==> src/logic/pll_clock_cfg_pkg.sv <==
package pll_clock_cfg_pkg;

   // ----------------------------------------
   // Register offsets
   // ----------------------------------------
   localparam logic [7:0] ADDR_RESET_ID_LOW = 8'h00;
   localparam logic [7:0] ADDR_ID_HIGH = 8'h01;
   localparam logic [7:0] ADDR_REVISION = 8'h02;
   localparam logic [7:0] ADDR_FRAC_LOW = 8'h03;
   localparam logic [7:0] ADDR_FRAC_MID = 8'h04;
   localparam logic [7:0] ADDR_FRAC_HIGH = 8'h05;
   localparam logic [7:0] ADDR_INT_RATIO = 8'h06;
   localparam logic [7:0] ADDR_DIV_MODE = 8'h07;
   localparam logic [7:0] ADDR_CLK_SOURCE = 8'h08;

   // ----------------------------------------
   // Reset values
   // ----------------------------------------
   localparam logic [7:0] RST_FRAC_LOW = 8'h21;
   localparam logic [7:0] RST_FRAC_MID = 8'hFD;
   localparam logic [5:0] RST_FRAC_HIGH = 6'h36;
   localparam logic [7:0] RST_INT_RATIO = 8'h07;
   localparam logic [7:0] RST_DIV_MODE = 8'h16;
   localparam logic [7:0] RST_CLK_SOURCE = 8'h18;

   // ----------------------------------------
   // Field positions and widths
   // ----------------------------------------
   localparam int INT_W = 4;
   localparam int FRAC_W = 22;
   localparam int RATIO_W = 26;
   localparam int INPUT_HALVER_BIT = 4;
   localparam int TX_VALID_SUB0_BIT = 5;
   localparam int TX_VALID_SUB1_BIT = 6;
   localparam int TX_VALID_FORCE_BIT = 7;
   localparam int POST_DIV_LSB = 0;
   localparam int FRAC_EN_BIT = 2;
   localparam int MCLK_DIV_BIT = 3;
   localparam int AUX_DIV_LSB = 4;
   localparam int MCLK_SRC_BIT = 7;
   localparam int AUX_SRC_BIT = 3;

   // ----------------------------------------
   // Identity defaults (values are arbitrary)
   // ----------------------------------------
   localparam logic [7:0] DEF_ID_LOW = 8'h3C;
   localparam logic [7:0] DEF_ID_HIGH = 8'hA5;
   localparam logic [3:0] DEF_REVISION = 4'h1;

   // ----------------------------------------
   // Carriers
   // ----------------------------------------
   typedef struct packed {
      logic [7:0] addr;
      logic wr;
      logic rd;
      logic [7:0] wdata;
   } reg_req_t;

   typedef struct packed {
      logic [RATIO_W-1:0] ratio;
      logic input_halver;
      logic [1:0] post_divider_sel;
      logic fractional_enable;
      logic master_clock_divide;
      logic [1:0] aux_clock_divide;
      logic master_clock_source;
      logic aux_pin_source;
   } clk_cfg_t;

endpackage

==> src/logic/pll_clock_config_regs.sv <==
`timescale 1ns/1ps
module pll_clock_config_regs #(
   parameter logic [7:0] ID_LOW = pll_clock_cfg_pkg::DEF_ID_LOW,
   parameter logic [7:0] ID_HIGH = pll_clock_cfg_pkg::DEF_ID_HIGH,
   parameter logic [3:0] REVISION = pll_clock_cfg_pkg::DEF_REVISION
) (
   input wire logic ref_clk_i,
   input wire logic reset_n_i,
   input wire pll_clock_cfg_pkg::reg_req_t req_i,
   input wire logic rx_mode_i,
   input wire logic [1:0] rx_post_div_i,
   input wire logic tx_from_rx_i,
   input wire logic rx_valid_sub0_i,
   input wire logic rx_valid_sub1_i,
   output logic [7:0] reg_rdata_o,
   output logic reg_rvalid_o,
   output logic device_reset_o,
   output pll_clock_cfg_pkg::clk_cfg_t cfg_o,
   output logic tx_valid_sub0_o,
   output logic tx_valid_sub1_o
);
   import pll_clock_cfg_pkg::*;

   // ----------------------------------------
   // Decode
   // ----------------------------------------
   logic soft_wr;
   assign soft_wr = req_i.wr && (req_i.addr == ADDR_RESET_ID_LOW);

   // ----------------------------------------
   // Soft reset pulse
   // ----------------------------------------
   always_ff @(posedge ref_clk_i or negedge reset_n_i)
   begin
      if (!reset_n_i)
      begin
         device_reset_o <= 1'b0;
      end
      else
      begin
         device_reset_o <= soft_wr;
      end
   end

   // ----------------------------------------
   // Writable registers
   // ----------------------------------------
   logic [FRAC_W-1:0] frac_q;
   logic [7:0] int_ratio_q;
   logic [7:0] div_mode_q;
   logic [7:0] clk_source_q;

   // A soft reset restores every field, so the write data is never stored
   always_ff @(posedge ref_clk_i or negedge reset_n_i)
   begin
      if (!reset_n_i)
      begin
         frac_q <= {RST_FRAC_HIGH, RST_FRAC_MID, RST_FRAC_LOW};
         int_ratio_q <= RST_INT_RATIO;
         clk_source_q <= RST_CLK_SOURCE;
      end
      else if (soft_wr)
      begin
         frac_q <= {RST_FRAC_HIGH, RST_FRAC_MID, RST_FRAC_LOW};
         int_ratio_q <= RST_INT_RATIO;
         clk_source_q <= RST_CLK_SOURCE;
      end
      else if (req_i.wr)
      begin
         unique case (req_i.addr)
            ADDR_FRAC_LOW: frac_q[7:0] <= req_i.wdata;
            ADDR_FRAC_MID: frac_q[15:8] <= req_i.wdata;
            ADDR_FRAC_HIGH: frac_q[21:16] <= req_i.wdata[5:0];
            ADDR_INT_RATIO: int_ratio_q <= req_i.wdata;
            ADDR_CLK_SOURCE: clk_source_q <= req_i.wdata;
            default: ;
         endcase
      end
   end

   // Receiver-driven post divider wins over a divider mode write in the same cycle, not over a soft reset
   always_ff @(posedge ref_clk_i or negedge reset_n_i)
   begin
      if (!reset_n_i)
      begin
         div_mode_q <= RST_DIV_MODE;
      end
      else if (soft_wr)
      begin
         div_mode_q <= RST_DIV_MODE;
      end
      else
      begin
         if (req_i.wr && (req_i.addr == ADDR_DIV_MODE))
         begin
            div_mode_q <= {2'b00, req_i.wdata[5:0]};
         end
         if (rx_mode_i)
         begin
            div_mode_q[POST_DIV_LSB +: 2] <= rx_post_div_i;
         end
      end
   end

   // ----------------------------------------
   // Read back
   // ----------------------------------------
   // Configuration registers are write-only; reads of them return zero
   always_ff @(posedge ref_clk_i or negedge reset_n_i)
   begin
      if (!reset_n_i)
      begin
         reg_rdata_o <= 8'h00;
         reg_rvalid_o <= 1'b0;
      end
      else
      begin
         reg_rvalid_o <= req_i.rd;
         if (req_i.rd)
         begin
            unique case (req_i.addr)
               ADDR_RESET_ID_LOW: reg_rdata_o <= ID_LOW;
               ADDR_ID_HIGH: reg_rdata_o <= ID_HIGH;
               ADDR_REVISION: reg_rdata_o <= {4'h0, REVISION};
               default: reg_rdata_o <= 8'h00;
            endcase
         end
      end
   end

   // ----------------------------------------
   // Clock configuration outputs
   // ----------------------------------------
   always_ff @(posedge ref_clk_i or negedge reset_n_i)
   begin
      if (!reset_n_i)
      begin
         cfg_o <= '0;
      end
      else
      begin
         cfg_o.ratio <= {int_ratio_q[INT_W-1:0],
                         div_mode_q[FRAC_EN_BIT] ? frac_q : {FRAC_W{1'b0}}};
         cfg_o.input_halver <= int_ratio_q[INPUT_HALVER_BIT];
         cfg_o.post_divider_sel <= div_mode_q[POST_DIV_LSB +: 2];
         cfg_o.fractional_enable <= div_mode_q[FRAC_EN_BIT];
         cfg_o.master_clock_divide <= div_mode_q[MCLK_DIV_BIT] && !clk_source_q[MCLK_SRC_BIT];
         cfg_o.aux_clock_divide <= clk_source_q[AUX_SRC_BIT] ? 2'b00 : div_mode_q[AUX_DIV_LSB +: 2];
         cfg_o.master_clock_source <= clk_source_q[MCLK_SRC_BIT];
         cfg_o.aux_pin_source <= clk_source_q[AUX_SRC_BIT];
      end
   end

   // ----------------------------------------
   // Transmit validity
   // ----------------------------------------
   always_ff @(posedge ref_clk_i or negedge reset_n_i)
   begin
      if (!reset_n_i)
      begin
         tx_valid_sub0_o <= 1'b0;
         tx_valid_sub1_o <= 1'b0;
      end
      else if (int_ratio_q[TX_VALID_FORCE_BIT])
      begin
         tx_valid_sub0_o <= int_ratio_q[TX_VALID_SUB0_BIT];
         tx_valid_sub1_o <= int_ratio_q[TX_VALID_SUB1_BIT];
      end
      else
      begin
         tx_valid_sub0_o <= tx_from_rx_i && rx_valid_sub0_i;
         tx_valid_sub1_o <= tx_from_rx_i && rx_valid_sub1_i;
      end
   end

   // ----------------------------------------
   // Assertions
   // ----------------------------------------
   AST_SOFT_RESET: assert property (@(posedge ref_clk_i) disable iff (!reset_n_i)
      soft_wr |=> device_reset_o ##1
      (cfg_o.post_divider_sel == RST_DIV_MODE[POST_DIV_LSB +: 2] && cfg_o.fractional_enable))
      else $error("Write to offset zero did not reset the device");
   AST_READ_ID_LOW: assert property (@(posedge ref_clk_i) disable iff (!reset_n_i)
      (req_i.rd && req_i.addr == ADDR_RESET_ID_LOW) |=> (reg_rvalid_o && reg_rdata_o == ID_LOW))
      else $error("Low identity byte wrong");
   AST_READ_ID_HIGH: assert property (@(posedge ref_clk_i) disable iff (!reset_n_i)
      (req_i.rd && req_i.addr == ADDR_ID_HIGH) |=> (reg_rvalid_o && reg_rdata_o == ID_HIGH))
      else $error("High identity byte wrong");
   AST_READ_REV: assert property (@(posedge ref_clk_i) disable iff (!reset_n_i)
      (req_i.rd && req_i.addr == ADDR_REVISION) |=> (reg_rdata_o == {4'h0, REVISION}))
      else $error("Revision read wrong");
   AST_READ_BLOCKED: assert property (@(posedge ref_clk_i) disable iff (!reset_n_i)
      (req_i.rd && req_i.addr > ADDR_REVISION) |=> (reg_rdata_o == 8'h00))
      else $error("Write-only register returned data");
   AST_FRAC_SPLIT: assert property (@(posedge ref_clk_i) disable iff (!reset_n_i)
      (req_i.wr && req_i.addr == ADDR_FRAC_HIGH) |=> (frac_q[21:16] == $past(req_i.wdata[5:0])))
      else $error("Fraction high bits not stored");
   AST_HALVER: assert property (@(posedge ref_clk_i) disable iff (!reset_n_i)
      (req_i.wr && req_i.addr == ADDR_INT_RATIO) |=> ##1 (cfg_o.input_halver == $past(req_i.wdata[4], 2)))
      else $error("Input halver did not follow write");
   AST_FORCE_VALID: assert property (@(posedge ref_clk_i) disable iff (!reset_n_i)
      int_ratio_q[TX_VALID_FORCE_BIT] |=> (tx_valid_sub1_o == $past(int_ratio_q[TX_VALID_SUB1_BIT])))
      else $error("Forced validity not sent");
   AST_PASS_VALID: assert property (@(posedge ref_clk_i) disable iff (!reset_n_i)
      !int_ratio_q[TX_VALID_FORCE_BIT] |=> (tx_valid_sub0_o == ($past(tx_from_rx_i) && $past(rx_valid_sub0_i))))
      else $error("Pass-through validity wrong");
   AST_AUTO_POSTDIV: assert property (@(posedge ref_clk_i) disable iff (!reset_n_i)
      (rx_mode_i && !soft_wr) |=> ##1 (cfg_o.post_divider_sel == $past(rx_post_div_i, 2)))
      else $error("Post divider not updated in receive mode");
   AST_INT_MODE: assert property (@(posedge ref_clk_i) disable iff (!reset_n_i)
      !cfg_o.fractional_enable |-> (cfg_o.ratio[FRAC_W-1:0] == '0))
      else $error("Fraction used in integer mode");
   AST_MCLK_GATE: assert property (@(posedge ref_clk_i) disable iff (!reset_n_i)
      cfg_o.master_clock_source |-> !cfg_o.master_clock_divide)
      else $error("Master clock divide active with oscillator source");
   AST_AUX_GATE: assert property (@(posedge ref_clk_i) disable iff (!reset_n_i)
      cfg_o.aux_pin_source |-> (cfg_o.aux_clock_divide == 2'b00))
      else $error("Aux divide active with oscillator source");

   // ----------------------------------------
   // Soft reset checks
   // ----------------------------------------
   // The pulse must never appear without a write to offset zero one edge earlier
   AST_RESET_PULSE_SRC: assert property (@(posedge ref_clk_i) disable iff (!reset_n_i)
      device_reset_o |-> $past(soft_wr))
      else $error("Reset pulse without a write to offset zero");
   AST_SOFT_FRAC: assert property (@(posedge ref_clk_i) disable iff (!reset_n_i)
      soft_wr |=> (frac_q == {RST_FRAC_HIGH, RST_FRAC_MID, RST_FRAC_LOW}))
      else $error("Fraction not restored by soft reset");
   AST_SOFT_INT: assert property (@(posedge ref_clk_i) disable iff (!reset_n_i)
      soft_wr |=> (int_ratio_q == RST_INT_RATIO))
      else $error("Integer ratio not restored by soft reset");
   AST_SOFT_SRC: assert property (@(posedge ref_clk_i) disable iff (!reset_n_i)
      soft_wr |=> (clk_source_q == RST_CLK_SOURCE))
      else $error("Clock source not restored by soft reset");
   AST_SOFT_DIV: assert property (@(posedge ref_clk_i) disable iff (!reset_n_i)
      soft_wr |=> (div_mode_q == RST_DIV_MODE))
      else $error("Divider mode not restored by soft reset");

   // ----------------------------------------
   // Read back checks
   // ----------------------------------------
   // Read data holds, so a slow host may still fetch it late
   AST_RVALID_PULSE: assert property (@(posedge ref_clk_i) disable iff (!reset_n_i)
      reg_rvalid_o |-> $past(req_i.rd))
      else $error("Read valid without a read");
   AST_RVALID_ON_READ: assert property (@(posedge ref_clk_i) disable iff (!reset_n_i)
      req_i.rd |=> reg_rvalid_o)
      else $error("Read not answered");
   AST_RDATA_HOLD: assert property (@(posedge ref_clk_i) disable iff (!reset_n_i)
      !req_i.rd |=> $stable(reg_rdata_o))
      else $error("Read data changed without a read");
   AST_RO_WRITE_IGNORED: assert property (@(posedge ref_clk_i) disable iff (!reset_n_i)
      (req_i.wr && !rx_mode_i && (req_i.addr == ADDR_ID_HIGH || req_i.addr == ADDR_REVISION))
      |=> $stable({frac_q, int_ratio_q, div_mode_q, clk_source_q}))
      else $error("Write to a read-only register changed state");

   // ----------------------------------------
   // Fraction and ratio checks
   // ----------------------------------------
   // Each byte lands on its own; nothing latches the three together
   AST_FRAC_LOW: assert property (@(posedge ref_clk_i) disable iff (!reset_n_i)
      (req_i.wr && req_i.addr == ADDR_FRAC_LOW) |=> (frac_q[7:0] == $past(req_i.wdata)))
      else $error("Fraction low bits not stored");
   AST_FRAC_MID: assert property (@(posedge ref_clk_i) disable iff (!reset_n_i)
      (req_i.wr && req_i.addr == ADDR_FRAC_MID) |=> (frac_q[15:8] == $past(req_i.wdata)))
      else $error("Fraction middle bits not stored");
   AST_FRAC_KEEP: assert property (@(posedge ref_clk_i) disable iff (!reset_n_i)
      !(req_i.wr && (req_i.addr == ADDR_RESET_ID_LOW || req_i.addr == ADDR_FRAC_LOW
      || req_i.addr == ADDR_FRAC_MID || req_i.addr == ADDR_FRAC_HIGH)) |=> $stable(frac_q))
      else $error("Fraction changed without a write to it");
   AST_RATIO_FRAC: assert property (@(posedge ref_clk_i) disable iff (!reset_n_i)
      (req_i.wr && req_i.addr == ADDR_FRAC_HIGH) |=> ##1
      (!cfg_o.fractional_enable || cfg_o.ratio[FRAC_W-1:16] == $past(req_i.wdata[5:0], 2)))
      else $error("Ratio fraction does not follow write");
   AST_RATIO_INT: assert property (@(posedge ref_clk_i) disable iff (!reset_n_i)
      (req_i.wr && req_i.addr == ADDR_INT_RATIO) |=> ##1 (cfg_o.ratio[RATIO_W-1:FRAC_W] == $past(req_i.wdata[3:0], 2)))
      else $error("Ratio integer part does not follow write");

   // ----------------------------------------
   // Divider and mode checks
   // ----------------------------------------
   // Receiver and software are the only two writers of the post divider
   // A soft reset is excluded here because it is checked on its own above
   AST_POSTDIV_WRITE: assert property (@(posedge ref_clk_i) disable iff (!reset_n_i)
      (req_i.wr && req_i.addr == ADDR_DIV_MODE && !rx_mode_i)
      |=> (div_mode_q[POST_DIV_LSB +: 2] == $past(req_i.wdata[1:0])))
      else $error("Post divider write not stored");
   AST_POSTDIV_HOLD: assert property (@(posedge ref_clk_i) disable iff (!reset_n_i)
      (!rx_mode_i && !soft_wr && !(req_i.wr && req_i.addr == ADDR_DIV_MODE))
      |=> $stable(div_mode_q))
      else $error("Divider mode changed with no writer");
   AST_RX_WINS: assert property (@(posedge ref_clk_i) disable iff (!reset_n_i)
      (rx_mode_i && !soft_wr) |=> (div_mode_q[POST_DIV_LSB +: 2] == $past(rx_post_div_i)))
      else $error("Receiver post divider did not win");
   AST_FRACTIONAL_ENABLE_FOLLOW: assert property (@(posedge ref_clk_i) disable iff (!reset_n_i)
      (req_i.wr && req_i.addr == ADDR_DIV_MODE) |=> ##1 (cfg_o.fractional_enable == $past(req_i.wdata[FRAC_EN_BIT], 2)))
      else $error("Fractional enable does not follow write");

   // ----------------------------------------
   // Clock source checks
   // ----------------------------------------
   // The aux divide is checked through the source write and the master divide through the mode write, so both gates see traffic
   AST_MCLK_DIV_USED: assert property (@(posedge ref_clk_i) disable iff (!reset_n_i)
      (req_i.wr && req_i.addr == ADDR_DIV_MODE && !clk_source_q[MCLK_SRC_BIT])
      |=> ##1 (cfg_o.master_clock_divide == $past(req_i.wdata[MCLK_DIV_BIT], 2)))
      else $error("Master clock divide not applied");
   AST_AUX_DIV_USED: assert property (@(posedge ref_clk_i) disable iff (!reset_n_i)
      (req_i.wr && req_i.addr == ADDR_CLK_SOURCE && !req_i.wdata[AUX_SRC_BIT])
      |=> ##1 (cfg_o.aux_clock_divide == $past(div_mode_q[AUX_DIV_LSB +: 2], 2)))
      else $error("Aux clock divide not applied");
   AST_MCLK_SRC_FOLLOW: assert property (@(posedge ref_clk_i) disable iff (!reset_n_i)
      (req_i.wr && req_i.addr == ADDR_CLK_SOURCE) |=> ##1 (cfg_o.master_clock_source == $past(req_i.wdata[MCLK_SRC_BIT], 2)))
      else $error("Master clock source does not follow write");
   AST_AUX_SRC_FOLLOW: assert property (@(posedge ref_clk_i) disable iff (!reset_n_i)
      (req_i.wr && req_i.addr == ADDR_CLK_SOURCE) |=> ##1 (cfg_o.aux_pin_source == $past(req_i.wdata[AUX_SRC_BIT], 2)))
      else $error("Aux pin source does not follow write");

   // ----------------------------------------
   // Validity checks
   // ----------------------------------------
   // One cycle from the register or inputs to the pins
   AST_FORCE_SUB0: assert property (@(posedge ref_clk_i) disable iff (!reset_n_i)
      int_ratio_q[TX_VALID_FORCE_BIT] |=> (tx_valid_sub0_o == $past(int_ratio_q[TX_VALID_SUB0_BIT])))
      else $error("Forced validity sub0 not sent");
   AST_PASS_SUB1: assert property (@(posedge ref_clk_i) disable iff (!reset_n_i)
      !int_ratio_q[TX_VALID_FORCE_BIT] |=> (tx_valid_sub1_o == ($past(tx_from_rx_i) && $past(rx_valid_sub1_i))))
      else $error("Pass-through validity sub1 wrong");
   AST_AUDIO_PORT_ZERO: assert property (@(posedge ref_clk_i) disable iff (!reset_n_i)
      (!int_ratio_q[TX_VALID_FORCE_BIT] && !tx_from_rx_i) |=> (!tx_valid_sub0_o && !tx_valid_sub1_o))
      else $error("Validity not zero from audio port");

endmodule

==> config.mk <==
export PLATFORM = sky130hd
export DESIGN_NAME = pll_clock_config_regs
export DESIGN_NICKNAME = d
export VERILOG_FILES = /design/src/logic/pll_clock_cfg_pkg.sv /design/src/logic/pll_clock_config_regs.sv
export SDC_FILE = /design/constraint.sdc
export NUM_CORES = 1
export LEC_CHECK = 0
export ABC_AREA = 1
export BUFFER_PORTS_ARGS = -buffer_cell sky130_fd_sc_hd__buf_2
export CAP_MARGIN = 5
export CORE_UTILIZATION = 55
export DETAILED_ROUTE_END_ITERATION = 6
export PLACE_DENSITY = 0.81
export SYNTH_ARGS = -nofsm -noshare
export SYNTH_HDL_FRONTEND = slang
export SYNTH_SLANG_ARGS = --single-unit
export TNS_END_PERCENT = 100
==> constraint.sdc <==
create_clock -name ref_clk_i -period 2.6 [get_ports ref_clk_i]
set_input_delay 0 -clock ref_clk_i [delete_from_list [all_inputs] [get_ports ref_clk_i]]
set_output_delay 0 -clock ref_clk_i [all_outputs]
set_load 0.01 [all_outputs]
==> impl_metrics.json <==
{
  "outcome": "finished, final reports clean",
  "grt_pass1_wl_um": 10580,
  "grt_max_degree": 82,
  "die-area_sq_um": 6077,
  "critPathLaunchType": "input pin",
  "holdCritPathClass": "in2reg",
  "netlist_area_sq_um": 3173,
  "drive_above_1_share_pct": 29.04,
  "required_ps": 2830,
  "std_cell_rows": 27,
  "gp_congestion": 0.9008,
  "cts_made_buffers": 9,
  "r2r_slack_ps": 1370,
  "arrival_ps": 2500,
  "grt_use_total_pct": 23.12,
  "synth_compound_area_share_pct": 3.076,
  "top_level_ports": 73,
  "use_met2_pct": 38.85,
  "portBuffers": 70,
  "fin_nets": 448,
  "p_leak_uw": 0.002318,
  "slew_headroom_pct": 36.84,
  "drcViolationCount": 0,
  "postRouteAntennaNets": 0,
  "synth_cell_types": 20,
  "htreeDepth": 3,
  "synthSimpleGateAreaFrac_pct": 24.29,
  "synth_top_area_share_pct": 48.11,
  "synth_top_family_by_area": "simple AND/OR/NAND/NOR gates",
  "viasPerCell": 4.856,
  "power_density_nw_per_um2": 636.5,
  "drtPass1Iterations": 4,
  "area_delta_synth_final_pct": 23.46,
  "synth_edf_count": 0,
  "yosysWarnings": 0,
  "n_antenna_cell": 0,
  "worst_pin_slew_ps": 947.3,
  "critPathMaxFanout": 6,
  "irDropWorstVdd_uv": 346.6,
  "synth_ff_type": "dfrtp_1",
  "cts_setup_buffers": 0,
  "cts_tree": "yes",
  "grt.busiest_layer": "met2",
  "grtUsageMet1_pct": 29.44,
  "synth_most_common_cell": "nand2_1",
  "post-route-min-period_ps": 2271,
  "synth.area.mux_share_pct": 0,
  "first_global_vias": 2343,
  "initial_core_util_pct": 57.27,
  "postSynthAreaPerCell_sq_um": 9.529,
  "fmax_mhz": 440.4,
  "clock_path_buffers": 2,
  "skew_ps": 7.205,
  "cts_resized": 0,
  "drtIter0Drc": 180,
  "die_height_um": 77.96,
  "clk_pin_slew_ps": 80,
  "clock-root-buffer": "clkbuf_8",
  "core_area_sq_um": 5540,
  "end_kind": "register",
  "hold_viol": 0,
  "antenna_found_initial": 0,
  "routed_wl_um": 6287,
  "detail_route.wl_per_cell_um": 12.60,
  "async_flop_share_pct": 100.0,
  "drv_cap": 0,
  "synth_seq_cells": 81,
  "setup_viol": 0,
  "vias": 2423,
  "synth_xor_xnor_area_share_pct": 0,
  "clock_latency_ps": 340,
  "synth_area_leaders": "dfrtp_1 (48%), dfstp_2 (17%), nand2_1 (14%)",
  "tns_ps": 0,
  "clock_sinks": 81,
  "use_met3_pct": 4.706,
  "min_period_over_period_pct": 87.33,
  "rsz0062_at_grt": "false",
  "overflow": 0,
  "timing.hold.ws_ps": 14.67,
  "die_w_um": 77.96,
  "path_class": "in2reg",
  "final-max-slew-violation-count": 0,
  "yosys-top-cells-count": "nand2_1 (115), dfrtp_1 (61), inv_1 (42)",
  "ys_seq_area_share_pct": 64.67,
  "hpwl_um": 4190,
  "synthCells": 333,
  "synth_fa_ha_area_share_pct": 0,
  "synth_top_area_cell": "dfrtp_1"
}
-- metal layers --
layer	wire length [um]	part of all wire, %
met2	3112	49
met5	0	0
met3	335	5.3
met4	114	1.8
met1	2725	43
-- cells in the final DEF (no fill, tap or decap), drive strengths merged --
cell	count
bufinv	1
nand2	124
dlygate4sd3	18
inv	45
nor3	1
clkbuf	12
buf	70
o21ai	18
conb	2
dfrtp	61
clkinvlp	3
nor2	17
nand4	7
dfstp	20
nand3	28
-- where the power goes --
part / leakage, uW / total (uW) / switching (uW) / internal [uW]
Combinational: 0.00119 / 207 / 122 / 85.7
Sequential: 0.00104 / 1390 / 43.6 / 1350
Clock: 0.0000888 / 892 / 422 / 471
Total: 0.00232 / 2490 / 587 / 1910
-- critical path, cell delays in order --
cell and delay (ps):
dlygate4sd3_1 530, buf_2 120, nor2_2 100, dlygate4sd3_1 560, nand3_1 70, dlygate4sd3_1 570
nor2_2 250, nor2_1 130, nand2_1 100, nand2_1 60
-- state kept, by name, indices dropped and copies added, names as in the netlist --
name and flops:
tx_valid_sub0_o 1, clk_source_q 2, reg_rdata_o 4, device_reset_o 1, cfg_o 35, tx_valid_sub1_o 1, div_mode_q 6, reg_rvalid_o 1
frac_q 22, int_ratio_q 8
-- through the flow --
stage | util (%) | instances | area, sq um | total power, uW | setup slack, ps
finish | 70.71 | 499 | 3918 | 2493 | 329.5
global route | 70.71 | 499 | 3918 | 2613 | 190.5
CTS | 70.71 | 499 | 3918 | 2512 | 350.5
detailed placement | 63.89 | 465 | 3540 | 1604 | 1148
global placement | 63.89 | 465 | 3540 | 1596 | 1212
floorplan | - | 334 | 3177 | 1505 | 1616
-- cells by family (layout without fill, tap and decap cells) --
kind of cell | Yosys count | after routing
flops | 81 | 81
simple gates | 177 | 177
compound gates | 18 | 18
buf+inv | 56 | 149
other cells | 1 | 2
-- worst paths after layout --
| check | cells after the start | end | start |
|---|---|---|---|
| worst min-delay path | 4 | div_mode_q[1] | rx_mode_i |
| worst max-delay path | 10 | int_ratio_q[6] | req_i[17] |
| max in group asynchronous | 2 | cfg_o[15] | reset_n_i |
| min in group asynchronous | 2 | cfg_o[0] | reset_n_i |
| worst max register to register | 4 | tx_valid_sub1_o | int_ratio_q[7] |
| worst min register to register | 0 | cfg_o[8] | int_ratio_q[4] |
-- cell type report --
type	count	area, sq um
Sequential cell	81	2052
Fill cell	416	1623
Multi-Input combinational cell	197	875.8
Timing Repair Buffer	88	533.0
Inverter	45	168.9
Clock buffer	12	145.1
Tap cell	72	90.09
Clock inverter	4	52.55
-- what timing repair did --
| item | in CTS | in global routing |
|---|---|---|
| hold buffers | 18 | 0 |
| hold endpoints to repair | 85 | 0 |
| endpoints found under the setup margin | 0 | 0 |
Power figures use the tool's default switching activity.
